<file path="config.mk">
export PLATFORM = sky130hd
export DESIGN_NAME = nvm_access_control_register
export DESIGN_NICKNAME = d
export VERILOG_FILES = /design/src/nvm_ctl_pkg.sv /design/src/nvm_access_control_register.sv /design/src/nvm_write_timer.sv
export SDC_FILE = /design/constraint.sdc
export NUM_CORES = 1
export LEC_CHECK = 0
export BUFFER_PORTS_ARGS = -buffer_cell sky130_fd_sc_hd__buf_2
export CORE_MARGIN = 2
export CORE_UTILIZATION = 27
export CTS_CLUSTER_SIZE = 10
export DETAILED_ROUTE_END_ITERATION = 6
export GPL_ROUTABILITY_DRIVEN = 0
export PLACE_DENSITY = 0.53
export SYNTH_ARGS = -nofsm -noshare
export SYNTH_HDL_FRONTEND = slang
export SYNTH_SLANG_ARGS = --single-unit
</file>
<file path="constraint.sdc">
create_clock -name core_clk -period 4.2 [get_ports core_clk]
set_input_delay 0.42 -clock core_clk [delete_from_list [all_inputs] [get_ports core_clk]]
set_output_delay 0.42 -clock core_clk [all_outputs]
set_load 0.02 [all_outputs]
</file>
<file path="src/nvm_ctl_pkg.sv">
`default_nettype none
package nvm_ctl_pkg;

  // ****************************************
  // Clock and timing
  // ****************************************
  localparam int unsigned CLK_HZ        = 40_000_000;
  localparam int unsigned HZ_PER_MHZ    = 1_000_000;
  localparam int unsigned NS_PER_US     = 1_000;
  localparam int unsigned WRITE_TIME_NS = 4_000_000;
  localparam int unsigned WRITE_CYCLES  =
    (WRITE_TIME_NS / NS_PER_US) * (CLK_HZ / HZ_PER_MHZ);
  localparam int unsigned TIMER_W       = 18;

  // ****************************************
  // Bus geometry
  // ****************************************
  localparam int unsigned ADDR_W  = 14;
  localparam int unsigned DATA_W  = 32;
  localparam int unsigned SEL_W   = 4;
  localparam int unsigned INDEX_W = 12;
  localparam int unsigned REG_W   = 8;

  // ****************************************
  // Register indices (byte address = 4 x index)
  // ****************************************
  localparam logic [INDEX_W-1:0] CTL_INDEX      = 12'hfa6;
  localparam logic [INDEX_W-1:0] IRQ_STAT_INDEX = 12'hfa7;
  localparam logic [INDEX_W-1:0] IRQ_MASK_INDEX = 12'hfa8;

  // ****************************************
  // Control/status field positions
  // ****************************************
  localparam int unsigned MEM_SEL_BIT   = 7;
  localparam int unsigned CFG_SEL_BIT   = 6;
  localparam int unsigned UNIMP_BIT     = 5;
  localparam int unsigned ROW_ERASE_BIT = 4;
  localparam int unsigned ABORT_BIT     = 3;
  localparam int unsigned PERMIT_BIT    = 2;
  localparam int unsigned WR_BIT        = 1;
  localparam int unsigned RD_BIT        = 0;

  // ****************************************
  // Interrupt status and mask layout
  // ****************************************
  localparam int unsigned IRQ_W         = 2;
  localparam int unsigned IRQ_DONE_BIT  = 0;
  localparam int unsigned IRQ_ABORT_BIT = 1;

  // ****************************************
  // Reset values
  // ****************************************
  localparam logic             CTL_BIT_RESET = 1'b0;
  localparam logic [IRQ_W-1:0] IRQ_RESET     = 2'h0;
  localparam logic [DATA_W-1:0] DATA_RESET   = 32'h0000_0000;

  typedef enum logic [0:0] {
    T_IDLE,
    T_RUN
  } timer_state_e;

endpackage : nvm_ctl_pkg
`default_nettype wire

</file>
<file path="src/nvm_access_control_register.sv">
`timescale 1ns/100ps
`default_nettype none
// Summary of operation
// - Memory space select one targets program flash, zero targets data EEPROM.
// - Config space select chooses configuration registers or flash/EEPROM space.
// - Write abort flag sets when master-clear or watchdog reset cuts a write.
// - Write abort flag clears when a write runs to completion.
// - Write start is set-only by software, starts timed write, hardware clears.
// - Software cannot clear read or write start; hardware clears on finish.
// - Writes start only while write permit set; permit clear after power-up.
// - Write done flag sets on completion and stays until software clears.
module nvm_access_control_register
  import nvm_ctl_pkg::*;
#(
  parameter int unsigned WRITE_CYCLES_P = WRITE_CYCLES,
  parameter int unsigned TIMER_W_P      = TIMER_W
)
(
  input  wire logic              core_clk,
  input  wire logic              resetn,
  input  wire logic              master_clear_reset,
  input  wire logic              watchdog_reset,
  input  wire logic              wb_cyc_i,
  input  wire logic              wb_stb_i,
  input  wire logic              wb_we_i,
  input  wire logic [ADDR_W-1:0] wb_adr_i,
  input  wire logic [SEL_W-1:0]  wb_sel_i,
  input  wire logic [DATA_W-1:0] wb_dat_i,
  output var  logic [DATA_W-1:0] wb_dat_o,
  output var  logic              wb_ack_o,
  output var  logic              target_flash,
  output var  logic              target_config,
  output var  logic              row_erase,
  output var  logic              write_start,
  output var  logic              read_start,
  output var  logic              write_busy,
  output var  logic              irq
);

  // ****************************************
  // Helpers
  // ****************************************
  function automatic logic [REG_W-1:0] pack_ctl(
    input logic mem_sel,
    input logic cfg_sel,
    input logic erase,
    input logic abort,
    input logic permit,
    input logic wr,
    input logic rd
  );
    logic [REG_W-1:0] v;
    v                = '0;
    v[MEM_SEL_BIT]   = mem_sel;
    v[CFG_SEL_BIT]   = cfg_sel;
    v[UNIMP_BIT]     = 1'b0;
    v[ROW_ERASE_BIT] = erase;
    v[ABORT_BIT]     = abort;
    v[PERMIT_BIT]    = permit;
    v[WR_BIT]        = wr;
    v[RD_BIT]        = rd;
    return v;
  endfunction : pack_ctl

  function automatic logic index_hit(
    input logic [ADDR_W-1:0]  adr,
    input logic [INDEX_W-1:0] index
  );
    return adr[ADDR_W-1:2] == index;
  endfunction : index_hit

  // ****************************************
  // State
  // ****************************************
  logic             mem_sel_q;
  logic             mem_sel_d;
  logic             cfg_sel_q;
  logic             cfg_sel_d;
  logic             erase_q;
  logic             erase_d;
  logic             abort_q;
  logic             abort_d;
  logic             permit_q;
  logic             permit_d;
  logic             wr_q;
  logic             wr_d;
  logic             rd_q;
  logic             rd_d;
  logic [IRQ_W-1:0] stat_q;
  logic [IRQ_W-1:0] stat_d;
  logic [IRQ_W-1:0] mask_q;
  logic [IRQ_W-1:0] mask_d;
  logic             wstart_q;
  logic             wstart_d;
  logic             rstart_q;
  logic             rstart_d;
  logic             irq_q;
  logic             irq_d;
  logic             ack_q;
  logic             ack_d;
  logic [DATA_W-1:0] rdata_q;
  logic [DATA_W-1:0] rdata_d;

  logic             sys_reset;
  logic             timer_busy;
  logic             timer_done;
  logic             bus_req;
  logic             bus_wr;
  logic             ctl_wr;
  logic             stat_wr;
  logic             mask_wr;
  logic [REG_W-1:0] wbyte;
  logic             write_cut;

  assign sys_reset = master_clear_reset | watchdog_reset;
  assign write_cut = sys_reset & (timer_busy | (wr_q & ~timer_done));
  assign bus_req   = wb_cyc_i & wb_stb_i;
  assign bus_wr    = bus_req & wb_we_i & ack_q & wb_sel_i[0];
  assign wbyte     = wb_dat_i[REG_W-1:0];
  assign ctl_wr    = bus_wr & index_hit(wb_adr_i, CTL_INDEX);
  assign stat_wr   = bus_wr & index_hit(wb_adr_i, IRQ_STAT_INDEX);
  assign mask_wr   = bus_wr & index_hit(wb_adr_i, IRQ_MASK_INDEX);

  // ****************************************
  // Self-timed write engine
  // ****************************************
  nvm_write_timer #(
    .CNT_W  (TIMER_W_P),
    .CYCLES (WRITE_CYCLES_P)
  ) u_timer (
    .core_clk (core_clk),
    .resetn   (resetn),
    .start    (wstart_q),
    .abort    (sys_reset),
    .busy     (timer_busy),
    .done     (timer_done)
  );

  // ****************************************
  // Control register next state
  // ****************************************
  always_comb
  begin
    mem_sel_d = mem_sel_q;
    cfg_sel_d = cfg_sel_q;
    erase_d   = erase_q;
    abort_d   = abort_q;
    permit_d  = permit_q;
    wr_d      = wr_q;
    rd_d      = rd_q;
    wstart_d  = 1'b0;
    rstart_d  = 1'b0;
    if (rstart_q)
    begin
      rd_d = 1'b0;
    end
    if (ctl_wr && !wr_q && !timer_busy)
    begin
      mem_sel_d = wbyte[MEM_SEL_BIT];
      cfg_sel_d = wbyte[CFG_SEL_BIT];
      erase_d   = wbyte[ROW_ERASE_BIT];
      abort_d   = wbyte[ABORT_BIT];
      permit_d  = wbyte[PERMIT_BIT];
      if (wbyte[WR_BIT] && permit_q)
      begin
        wr_d     = 1'b1;
        wstart_d = 1'b1;
      end
      if (wbyte[RD_BIT] && !rd_q)
      begin
        rd_d     = 1'b1;
        rstart_d = 1'b1;
      end
    end
    if (timer_done)
    begin
      wr_d    = 1'b0;
      abort_d = 1'b0;
      erase_d = 1'b0;
    end
    if (sys_reset)
    begin
      if (write_cut)
      begin
        abort_d = 1'b1;
      end
      permit_d = 1'b0;
      wr_d     = 1'b0;
      rd_d     = 1'b0;
      wstart_d = 1'b0;
      rstart_d = 1'b0;
    end
  end

  // ****************************************
  // Interrupt status and mask next state
  // ****************************************
  always_comb
  begin
    stat_d = stat_q;
    mask_d = mask_q;
    if (stat_wr)
    begin
      stat_d = stat_q & ~wbyte[IRQ_W-1:0];
    end
    if (mask_wr)
    begin
      mask_d = wbyte[IRQ_W-1:0];
    end
    if (timer_done)
    begin
      stat_d[IRQ_DONE_BIT] = 1'b1;
    end
    if (write_cut)
    begin
      stat_d[IRQ_ABORT_BIT] = 1'b1;
    end
    irq_d = |(stat_q & mask_q);
  end

  // ****************************************
  // Wishbone answer
  // ****************************************
  always_comb
  begin
    ack_d   = bus_req & ~ack_q;
    rdata_d = rdata_q;
    if (bus_req && !ack_q)
    begin
      rdata_d = DATA_RESET;
      if (index_hit(wb_adr_i, CTL_INDEX))
      begin
        rdata_d[REG_W-1:0] = pack_ctl(mem_sel_q, cfg_sel_q, erase_q,
                                      abort_q, permit_q, wr_q, rd_q);
      end
      else if (index_hit(wb_adr_i, IRQ_STAT_INDEX))
      begin
        rdata_d[IRQ_W-1:0] = stat_q;
      end
      else if (index_hit(wb_adr_i, IRQ_MASK_INDEX))
      begin
        rdata_d[IRQ_W-1:0] = mask_q;
      end
      else
      begin
        rdata_d = DATA_RESET;
      end
    end
  end

  // ****************************************
  // Registers
  // ****************************************
  always_ff @(posedge core_clk or negedge resetn)
  begin
    if (!resetn)
    begin
      mem_sel_q <= CTL_BIT_RESET;
      cfg_sel_q <= CTL_BIT_RESET;
      erase_q   <= CTL_BIT_RESET;
      abort_q   <= CTL_BIT_RESET;
      permit_q  <= CTL_BIT_RESET;
      wr_q      <= CTL_BIT_RESET;
      rd_q      <= CTL_BIT_RESET;
      stat_q    <= IRQ_RESET;
      mask_q    <= IRQ_RESET;
      wstart_q  <= 1'b0;
      rstart_q  <= 1'b0;
      irq_q     <= 1'b0;
      ack_q     <= 1'b0;
      rdata_q   <= DATA_RESET;
    end
    else
    begin
      mem_sel_q <= mem_sel_d;
      cfg_sel_q <= cfg_sel_d;
      erase_q   <= erase_d;
      abort_q   <= abort_d;
      permit_q  <= permit_d;
      wr_q      <= wr_d;
      rd_q      <= rd_d;
      stat_q    <= stat_d;
      mask_q    <= mask_d;
      wstart_q  <= wstart_d;
      rstart_q  <= rstart_d;
      irq_q     <= irq_d;
      ack_q     <= ack_d;
      rdata_q   <= rdata_d;
    end
  end

  // ****************************************
  // Outputs
  // ****************************************
  assign wb_dat_o      = rdata_q;
  assign wb_ack_o      = ack_q;
  assign target_flash  = mem_sel_q;
  assign target_config = cfg_sel_q;
  assign row_erase     = erase_q;
  assign write_start   = wstart_q;
  assign read_start    = rstart_q;
  assign write_busy    = timer_busy;
  assign irq           = irq_q;

endmodule : nvm_access_control_register
`default_nettype wire

</file>
<file path="src/nvm_write_timer.sv">
`timescale 1ns/100ps
`default_nettype none
module nvm_write_timer
  import nvm_ctl_pkg::*;
#(
  parameter int unsigned CNT_W  = TIMER_W,
  parameter int unsigned CYCLES = WRITE_CYCLES
)
(
  input  wire logic core_clk,
  input  wire logic resetn,
  input  wire logic start,
  input  wire logic abort,
  output var  logic busy,
  output var  logic done
);

  timer_state_e     state_q;
  timer_state_e     state_d;
  logic [CNT_W-1:0] cnt_q;
  logic [CNT_W-1:0] cnt_d;
  logic             done_d;
  logic             busy_d;

  // ****************************************
  // Self-timed write sequencing
  // ****************************************
  always_comb
  begin
    state_d = state_q;
    cnt_d   = cnt_q;
    done_d  = 1'b0;
    case (state_q)
      T_IDLE:
      begin
        if (start && !abort)
        begin
          state_d = T_RUN;
          cnt_d   = CNT_W'(CYCLES - 1);
        end
      end
      T_RUN:
      begin
        if (abort)
        begin
          state_d = T_IDLE;
        end
        else if (cnt_q == '0)
        begin
          state_d = T_IDLE;
          done_d  = 1'b1;
        end
        else
        begin
          cnt_d = cnt_q - CNT_W'(1);
        end
      end
      default:
      begin
        state_d = T_IDLE;
      end
    endcase
    busy_d = (state_d == T_RUN);
  end

  always_ff @(posedge core_clk or negedge resetn)
  begin
    if (!resetn)
    begin
      state_q <= T_IDLE;
      cnt_q   <= '0;
      done    <= 1'b0;
      busy    <= 1'b0;
    end
    else
    begin
      state_q <= state_d;
      cnt_q   <= cnt_d;
      done    <= done_d;
      busy    <= busy_d;
    end
  end

endmodule : nvm_write_timer
`default_nettype wire

</file>
==> results summary, run 1 <==
The peak supply drop is 0.108 mV. After synthesis, flip-flops and latches occupy 45.7% of the total area. The first routing iteration left 94 violations. The class of the tightest hold or removal check is in -> async. The total count of hold-check failures in the final report came to 0. STA puts the critical path data arrival time at 2.45 ns. The clock insertion delay at the later pin of the skew report is 0.31 ns. The number of instances in the synthesized netlist came out at 227.

In this run the critical register-to-register path is captured at u_timer.cnt_q[17]. The power density over the cells is 287 nW/um^2. The routed layout has 1806 vias.

The sequential share of power is 54.3%. The remaining antenna violation count after routing is 0. The longest clock path from root to sink contains 2 buffers. The post-route netlist has 22.9% of its cells at a drive strength greater than 1. The CTS tree is done.

The overall track demand over capacity in global routing is 10.9%. The worst setup path is launched from a flop. Across the whole layout, storage elements account for 1050 sq um. The synthesized cell area came out at 2300 sq um. By startpoint and endpoint, the worst setup path is classified as reg -> reg. The count of final setup violators came out at 0. Yosys attributes the largest share of cell area to sky130_fd_sc_hd__dfrtp_1, sky130_fd_sc_hd__buf_4, sky130_fd_sc_hd__xor2_1, sky130_fd_sc_hd__nor2_1, sky130_fd_sc_hd__o21ai_0. The critical path starts at u_timer.busy.

The overflow left after global routing came out at 0. The number of synthesized flops with an enable pin is 0. Clock tree synthesis inserted a total of 5 buffers.

The internal power of the cells totals 0.543 mW. Relative to the synthesized area, the layout overhead comes to 13.0%. The die is 96.3 microns tall.

The number of placement rows is 33. The highest attainable clock frequency came out at 439 MHz. For the pin with the worst max-slew slack, the measured transition is 0.924 ns. For this design the static power due to leakage is 1.32 nW. The switching power total is 0.203 mW.

After clock tree synthesis, the clock-pin slew on the worst setup and hold paths is 0.09 ns. The core outline area came out at 8220 sq um. In this run the clock root is driven by a sky130_fd_sc_hd__clkbuf_8.

The total of flip-flops plus latches after synthesis came out at 42. The average instance area after synthesis is 10.1 sq um. The origin of the critical flop-to-flop path is u_timer.busy. The async set-or-reset flop fraction in the synthesized netlist is 100%.

The count of cells along the worst register-to-register path is 5. The worst slew margin relative to its limit is 38.4%. The detailed-route vias per instance is 4.80. The post-synthesis cell type with the largest combined area is sky130_fd_sc_hd__dfrtp_1. The first-pass GRT wire length is 7680 microns. The number of pins with negative max-slew slack in the final report came out at 0. The required time of the critical path came out at 4.38 ns. The area of the die is 9270 sq um.

The quantity of hold-fixing buffers added after cts is 0. The clock network fraction of design power came out at 37.8%. Wires add up to 4780 microns. In the routed design, unresolved DRC markers number 0. The average wire per standard cell came out at 12.7 microns. Leaving out fill and tap cells, the most frequent cell in the layout is sky130_fd_sc_hd__dfrtp_1. Combinational logic is responsible for 7.9% of the overall power.

The area taken by multi-input logic gates came out at 1090 sq um. The maximum fanout along the worst path is 13. The number of global-route vias before repair came out at 1559.

The flow ran to the end, and the final reports show no timing, DRC or antenna violations. The final sum of negative setup slack is 0 ns. The number of max-capacitance violations reported came out at 0. In this run, post-CTS repair resized a total of 0 instances.

The initial core utilization came out at 28.0%. In the layout the commonest cells are sky130_fd_sc_hd__dfrtp_1, sky130_fd_sc_hd__buf_2, sky130_fd_sc_hd__conb_1. The worst setup path is captured at a flop.

The number of buffers inserted to repair setup after CTS is 0. The maximum clock skew at final layout is 0.0125 ns. The clock net in this run drives a total of 42 sinks. In the synthesized netlist the dominant register cell turns out to be sky130_fd_sc_hd__dfrtp_1. The H-tree depth reported by CTS came out at 2.

The number of I/O pins came out at 97. The top-area cell type share of the netlist area came out at 45.7%. In the finished design, the share of the clock period the worst path needs comes to 54.2%.

The pin count of the biggest net entering global routing came out at 43. The clock period minus final worst setup slack came out at 2.28 ns. After synthesis, the netlist uses 49 different library cells. The count of antenna diodes in the layout is 0. The half-perimeter wire length of the detailed placement result came out at 3540 microns. The Yosys step of the flow raised 0 warnings. Setup repair after global routing left no endpoint under its margin. The first detailed-routing pass took 4 iterations.

The tightest hold path in the finished design has a slack of 0.224 ns. The share of total power consumed by net switching came out at 27.2%. The final layout contains 328 nets.

The final design utilization is 31.6%. The overall die width came out at 96.3 microns. The number of buffers added on ports is 41.

After filler insertion, the fill cell instance count of the layout stands at 876. The initial antenna violation count was 0. The register-to-register path setup slack came out at 1.92 ns.

The critical path ends at u_timer.cnt_q[17].
-- critical path, stage by stage (launching register included) --
cell and delay (ns):
sky130_fd_sc_hd__dfrtp_1 0.61, sky130_fd_sc_hd__nor3b_1 0.31, sky130_fd_sc_hd__nand4_1 0.39, sky130_fd_sc_hd__o211ai_1 0.58
sky130_fd_sc_hd__or4_1 0.19, sky130_fd_sc_hd__nand3_1 0.07
-- worst min-delay path by stage --
stage                            end  slack, ns  depth (start not counted)
floorplan                    abort_q       0.12                          0
global placement         wb_dat_o[1]       0.45                          1
detailed placement       wb_dat_o[1]       0.46                          1
CTS                 u_timer.cnt_q[2]       0.28                          1
global route             wb_dat_o[2]       0.31                          1
finish                   wb_dat_o[2]       0.22                          1
-- per-layer routing --
layer | vias up | track usage, % | share of wire, % | wire length, microns
met5 | - | 0 | 0 | 0
met4 | 0 | 4.23 | 1.5 | 73
met3 | 8 | 2.98 | 7.4 | 353
met2 | 63 | 16.3 | 44 | 2100
met1 | 864 | 14.9 | 47 | 2250
li1 | 871 | - | - | -
-- registers in the layout, indices dropped and copies added, names as in the netlist, 2 cells and up --
register / cells
stat_q: 2
wb_dat_o: 7
mask_q: 2
u_timer.cnt_q: 18
-- stage by stage --
stage	total power [mW]	cell area [sq um]	cells	setup WS (ns)
finish	0.747	2600	376	1.92
global route	0.793	2600	376	1.63
CTS	0.761	2600	376	1.92
detailed placement	0.473	2500	368	1.90
global placement	0.473	2500	368	1.94
floorplan	0.466	2390	251	2.17
-- area by class of cell --
| class | instances | area share (%) |
|---|---|---|
| multi-input combinational | 174 | 42.1 |
| sequential | 42 | 40.4 |
| timing repair buffer | 41 | 7.90 |
| tap | 105 | 5.06 |
| clock buffer | 5 | 2.65 |
| clock inverter | 3 | 1.01 |
| inverter | 6 | 0.867 |
-- cells in the mapped netlist (all sizes together) (2+ instances only) --
cell type	instances
or4	5
nand3b	6
nor4	8
a21o	2
clkbuf	4
buf	25
mux2i	3
nand2b	3
a21oi	10
or3	8
a31oi	2
o21ai	12
a22o	6
nor3	7
dfrtp	42
xor2	8
nand4	7
and4	3
o31ai	2
nand2	13
nor4b	3
nor2	17
inv	6
nand3	4
nor3b	3
mux2	4
-- power groups by stage --
stage          Sequential, mW  Combinational (mW)  Clock [mW]
2_1_floorplan           0.414              0.0518           0
3_3_place_gp            0.414              0.0593           0
3_5_place_dp            0.414              0.0593           0
4_1_cts                 0.406              0.0594       0.296
5_1_grt                 0.406              0.0663       0.321
6_report                0.406              0.0588       0.282
-- kinds of logic after synthesis --
kind of cell    share of synthesized area, %
simple gates                            25.2
fa+ha+maj                              0.544
flops                                   45.7
mux                                     3.26
xor+xnor                                3.05
buf+inv                                 10.7
other cells                            0.163
compound gates                          11.4
Power figures use the tool's default switching activity.
==> run 2, diff against run 1 <==
==> constraint.sdc (replaced) <==
create_clock -name core_clk -period 2.1 [get_ports core_clk]
set_input_delay 0.21 -clock core_clk [delete_from_list [all_inputs] [get_ports core_clk]]
set_output_delay 0.21 -clock core_clk [all_outputs]
set_load 0.02 [all_outputs]
==> results summary, run 2 (same netlist as run 1, synthesis figures left out) <==
The flow ran to the end, and the final reports show no timing, DRC or antenna violations. met2 is the most crowded layer. The count of nets left with antenna violations once routing finished came out at 0.

The overall die width came out at 96.3 microns. In the final layout, flip-flops and latches occupy 1050 sq um. In the layout the commonest cells are sky130_fd_sc_hd__dfrtp_1, sky130_fd_sc_hd__buf_2, sky130_fd_sc_hd__conb_1. Across the VDD grid, the largest voltage drop is 0.253 mV. The worst setup path is launched from a flop. The number of buffers added on ports came out at 41. Setup repair after global routing left no endpoint under its margin.

Global routing consumed, on the met2 layer, 18.8% of the routing resources. In the final layout, the share of cells above drive strength 1 is 28.4%. In this run the number of H-tree levels came out at 2. The post-layout total power is 1.50 mW.

The final layout contains 349 nets. The overflow left after global routing came out at 0. STA classifies the critical path endpoint as a flop. The first-pass GRT wire length came out at 8140 microns. The number of placement rows came out at 33. The sequential share of power came out at 54.1%. Leaving out fill and tap cells, the most frequent cell in the layout is sky130_fd_sc_hd__dfrtp_1. The total via count in the routed design is 1841. For this design, the sink count on the clock tree is 42. The floorplan die height is 96.3 microns. The count of cells along the worst register-to-register path is 5. The termination of the worst setup path is u_timer.cnt_q[5]. For this design the static power due to leakage is 1.42 nW. The highest attainable clock frequency came out at 496 MHz. The smallest setup slack after layout is 0.0834 ns. The class of the tightest hold or removal check is in -> reg. The number of global-route vias before repair is 1772. In the global route stage, met3 resource usage came out at 2.74%.

Along the worst path, the maximum fanout reaches 3. The required time of the critical path came out at 2.27 ns. Net switching is 27.2% of the power. The worst register-to-register path ends at u_timer.cnt_q[5]. The core outline area came out at 8220 sq um. The register-to-register path setup slack came out at 0.08 ns.

The worst setup path is of the reg -> reg kind. The total count of hold-check failures in the final report is 0. The final sum of negative setup slack is 0 ns. The final hold slack is 0.124 ns. Internal power comes to 1.09 mW. The number of fill cells in the layout is 854. The number of I/O pins is 97. The most critical setup path has its startpoint at u_timer.cnt_q[3]. The most flop-heavy register is u_timer.cnt_q. The final design utilization is 33.7%.

At the later pin of the worst-skew pair, clock insertion delay measures 0.30 ns. The worst setup timing slack at the placement stage came out at 0.0327 ns. For the finished layout, the period the worst path requires is 2.02 ns. The longest clock path from root to sink contains 2 buffers.

The number of pins with negative max-slew slack in the final report is 0. Global routing used 11.2% of the available tracks. The maximum clock skew at final layout is 0.0158 ns. The DRC violations left is 0. The origin of the critical flop-to-flop path is u_timer.cnt_q[3].

The number of max-capacitance violations reported is 0. The count of final setup violators is 0. The pin count of the biggest net entering global routing is 20. The number of iterations in the first detailed-routing pass is 4. The power density over the cells is 542 nW/um^2. After detailed routing, the number of vias per cell comes to 4.64.

TritonCTS built the clock tree. The final clock period utilization by the worst path is 96.0%. For this configuration, the core starts out at a cell density of 28.0%. The register with the most flip-flops in the layout has 18 of them. The initial antenna violation count is 0. The total clock buffers created by CTS came out at 5. The area overhead of the layout relative to synthesis is 20.5%. Per report_power, the combinational group accounts for 8.4% of the total. The clock network fraction of design power came out at 37.5%. In the final routed layout, each cell accounts on average for 12.4 microns. The floorplan step defined a die boundary enclosing 9270 sq um. The cell sitting at the root of the clock tree is a sky130_fd_sc_hd__clkbuf_8. The number of antenna diodes in the final layout is 0. The data arrival time of the critical path is 2.19 ns. The detailed router's first-iteration violation count is 51.

The wire-length estimate of the detail-placed layout is 3820 microns. In this run the power spent charging and discharging nets is 0.408 mW. The met1 layer usage reported by global route is 14.3%.

Clock-pin slew was measured on the worst setup and hold paths at 0.10 ns. In the final layout, the multi-input gates occupy 1110 sq um. Summed over all layers, the routed wires come to 4940 microns.
[run 2: cell types whose count changed in the layout (fill, tap and decap cells not counted), sizes merged]
cell and change:
buf +20, dlygate4sd3 +1
[run 2: how the worst min path moves through the flow]
stage	depth (start not counted)	endpoint	slack (ns)	startpoint
2_1_floorplan	0	abort_q	-0.09	resetn
3_3_place_gp	1	wb_dat_o[2]	0.17	resetn
3_5_place_dp	1	wb_dat_o[7]	0.18	resetn
4_1_cts	2	target_flash	0.12	wb_dat_i[7]
5_1_grt	2	target_config	0.12	wb_dat_i[6]
6_report	2	target_flash	0.12	wb_dat_i[7]
[run 2: layer usage]
layer / share of wire (%) / wire [microns]
met5: 0 / 0
met2: 46 / 2250
met1: 47 / 2310
met3: 6.8 / 335
met4: 0.81 / 40
[run 2: critical path, stage by stage, from the launching register on]
cell and delay (ns):
sky130_fd_sc_hd__dfrtp_1 0.39, sky130_fd_sc_hd__or4_4 0.56, sky130_fd_sc_hd__or3_4 0.44, sky130_fd_sc_hd__o21ai_4 0.17, sky130_fd_sc_hd__nor4_2 0.05, sky130_fd_sc_hd__or3_1 0.30
[run 2: timing repair]
action | CTS | global route
setup buffers | 0 | 1
gates resized for setup | 0 | 2
hold buffers | 1 | 0
setup endpoints to repair | 0 | 2
endpoints found under the hold margin | 17 | 0
[run 2: area by class of cell]
class	instances	share of cell area, %
clock inverter	3	0.948
multi-input combinational	174	39.9
tap	105	4.74
clock buffer	5	2.48
inverter	6	0.813
timing repair buffer	62	13.2
sequential	42	37.9
[run 2: stage by stage]
stage	area, sq um	std cells
after floorplan	2390	251
after global placement	2650	387
after detailed placement	2650	387
after CTS	2750	396
after global routing	2770	397
final	2770	397
[run 2: power groups by stage]
stage	Combinational, mW	Clock [mW]	Sequential [mW]
floorplan	0.104	0	0.829
finish	0.127	0.563	0.811
CTS	0.127	0.583	0.811
detailed placement	0.125	0	0.828
global route	0.142	0.622	0.812
global placement	0.125	0	0.827
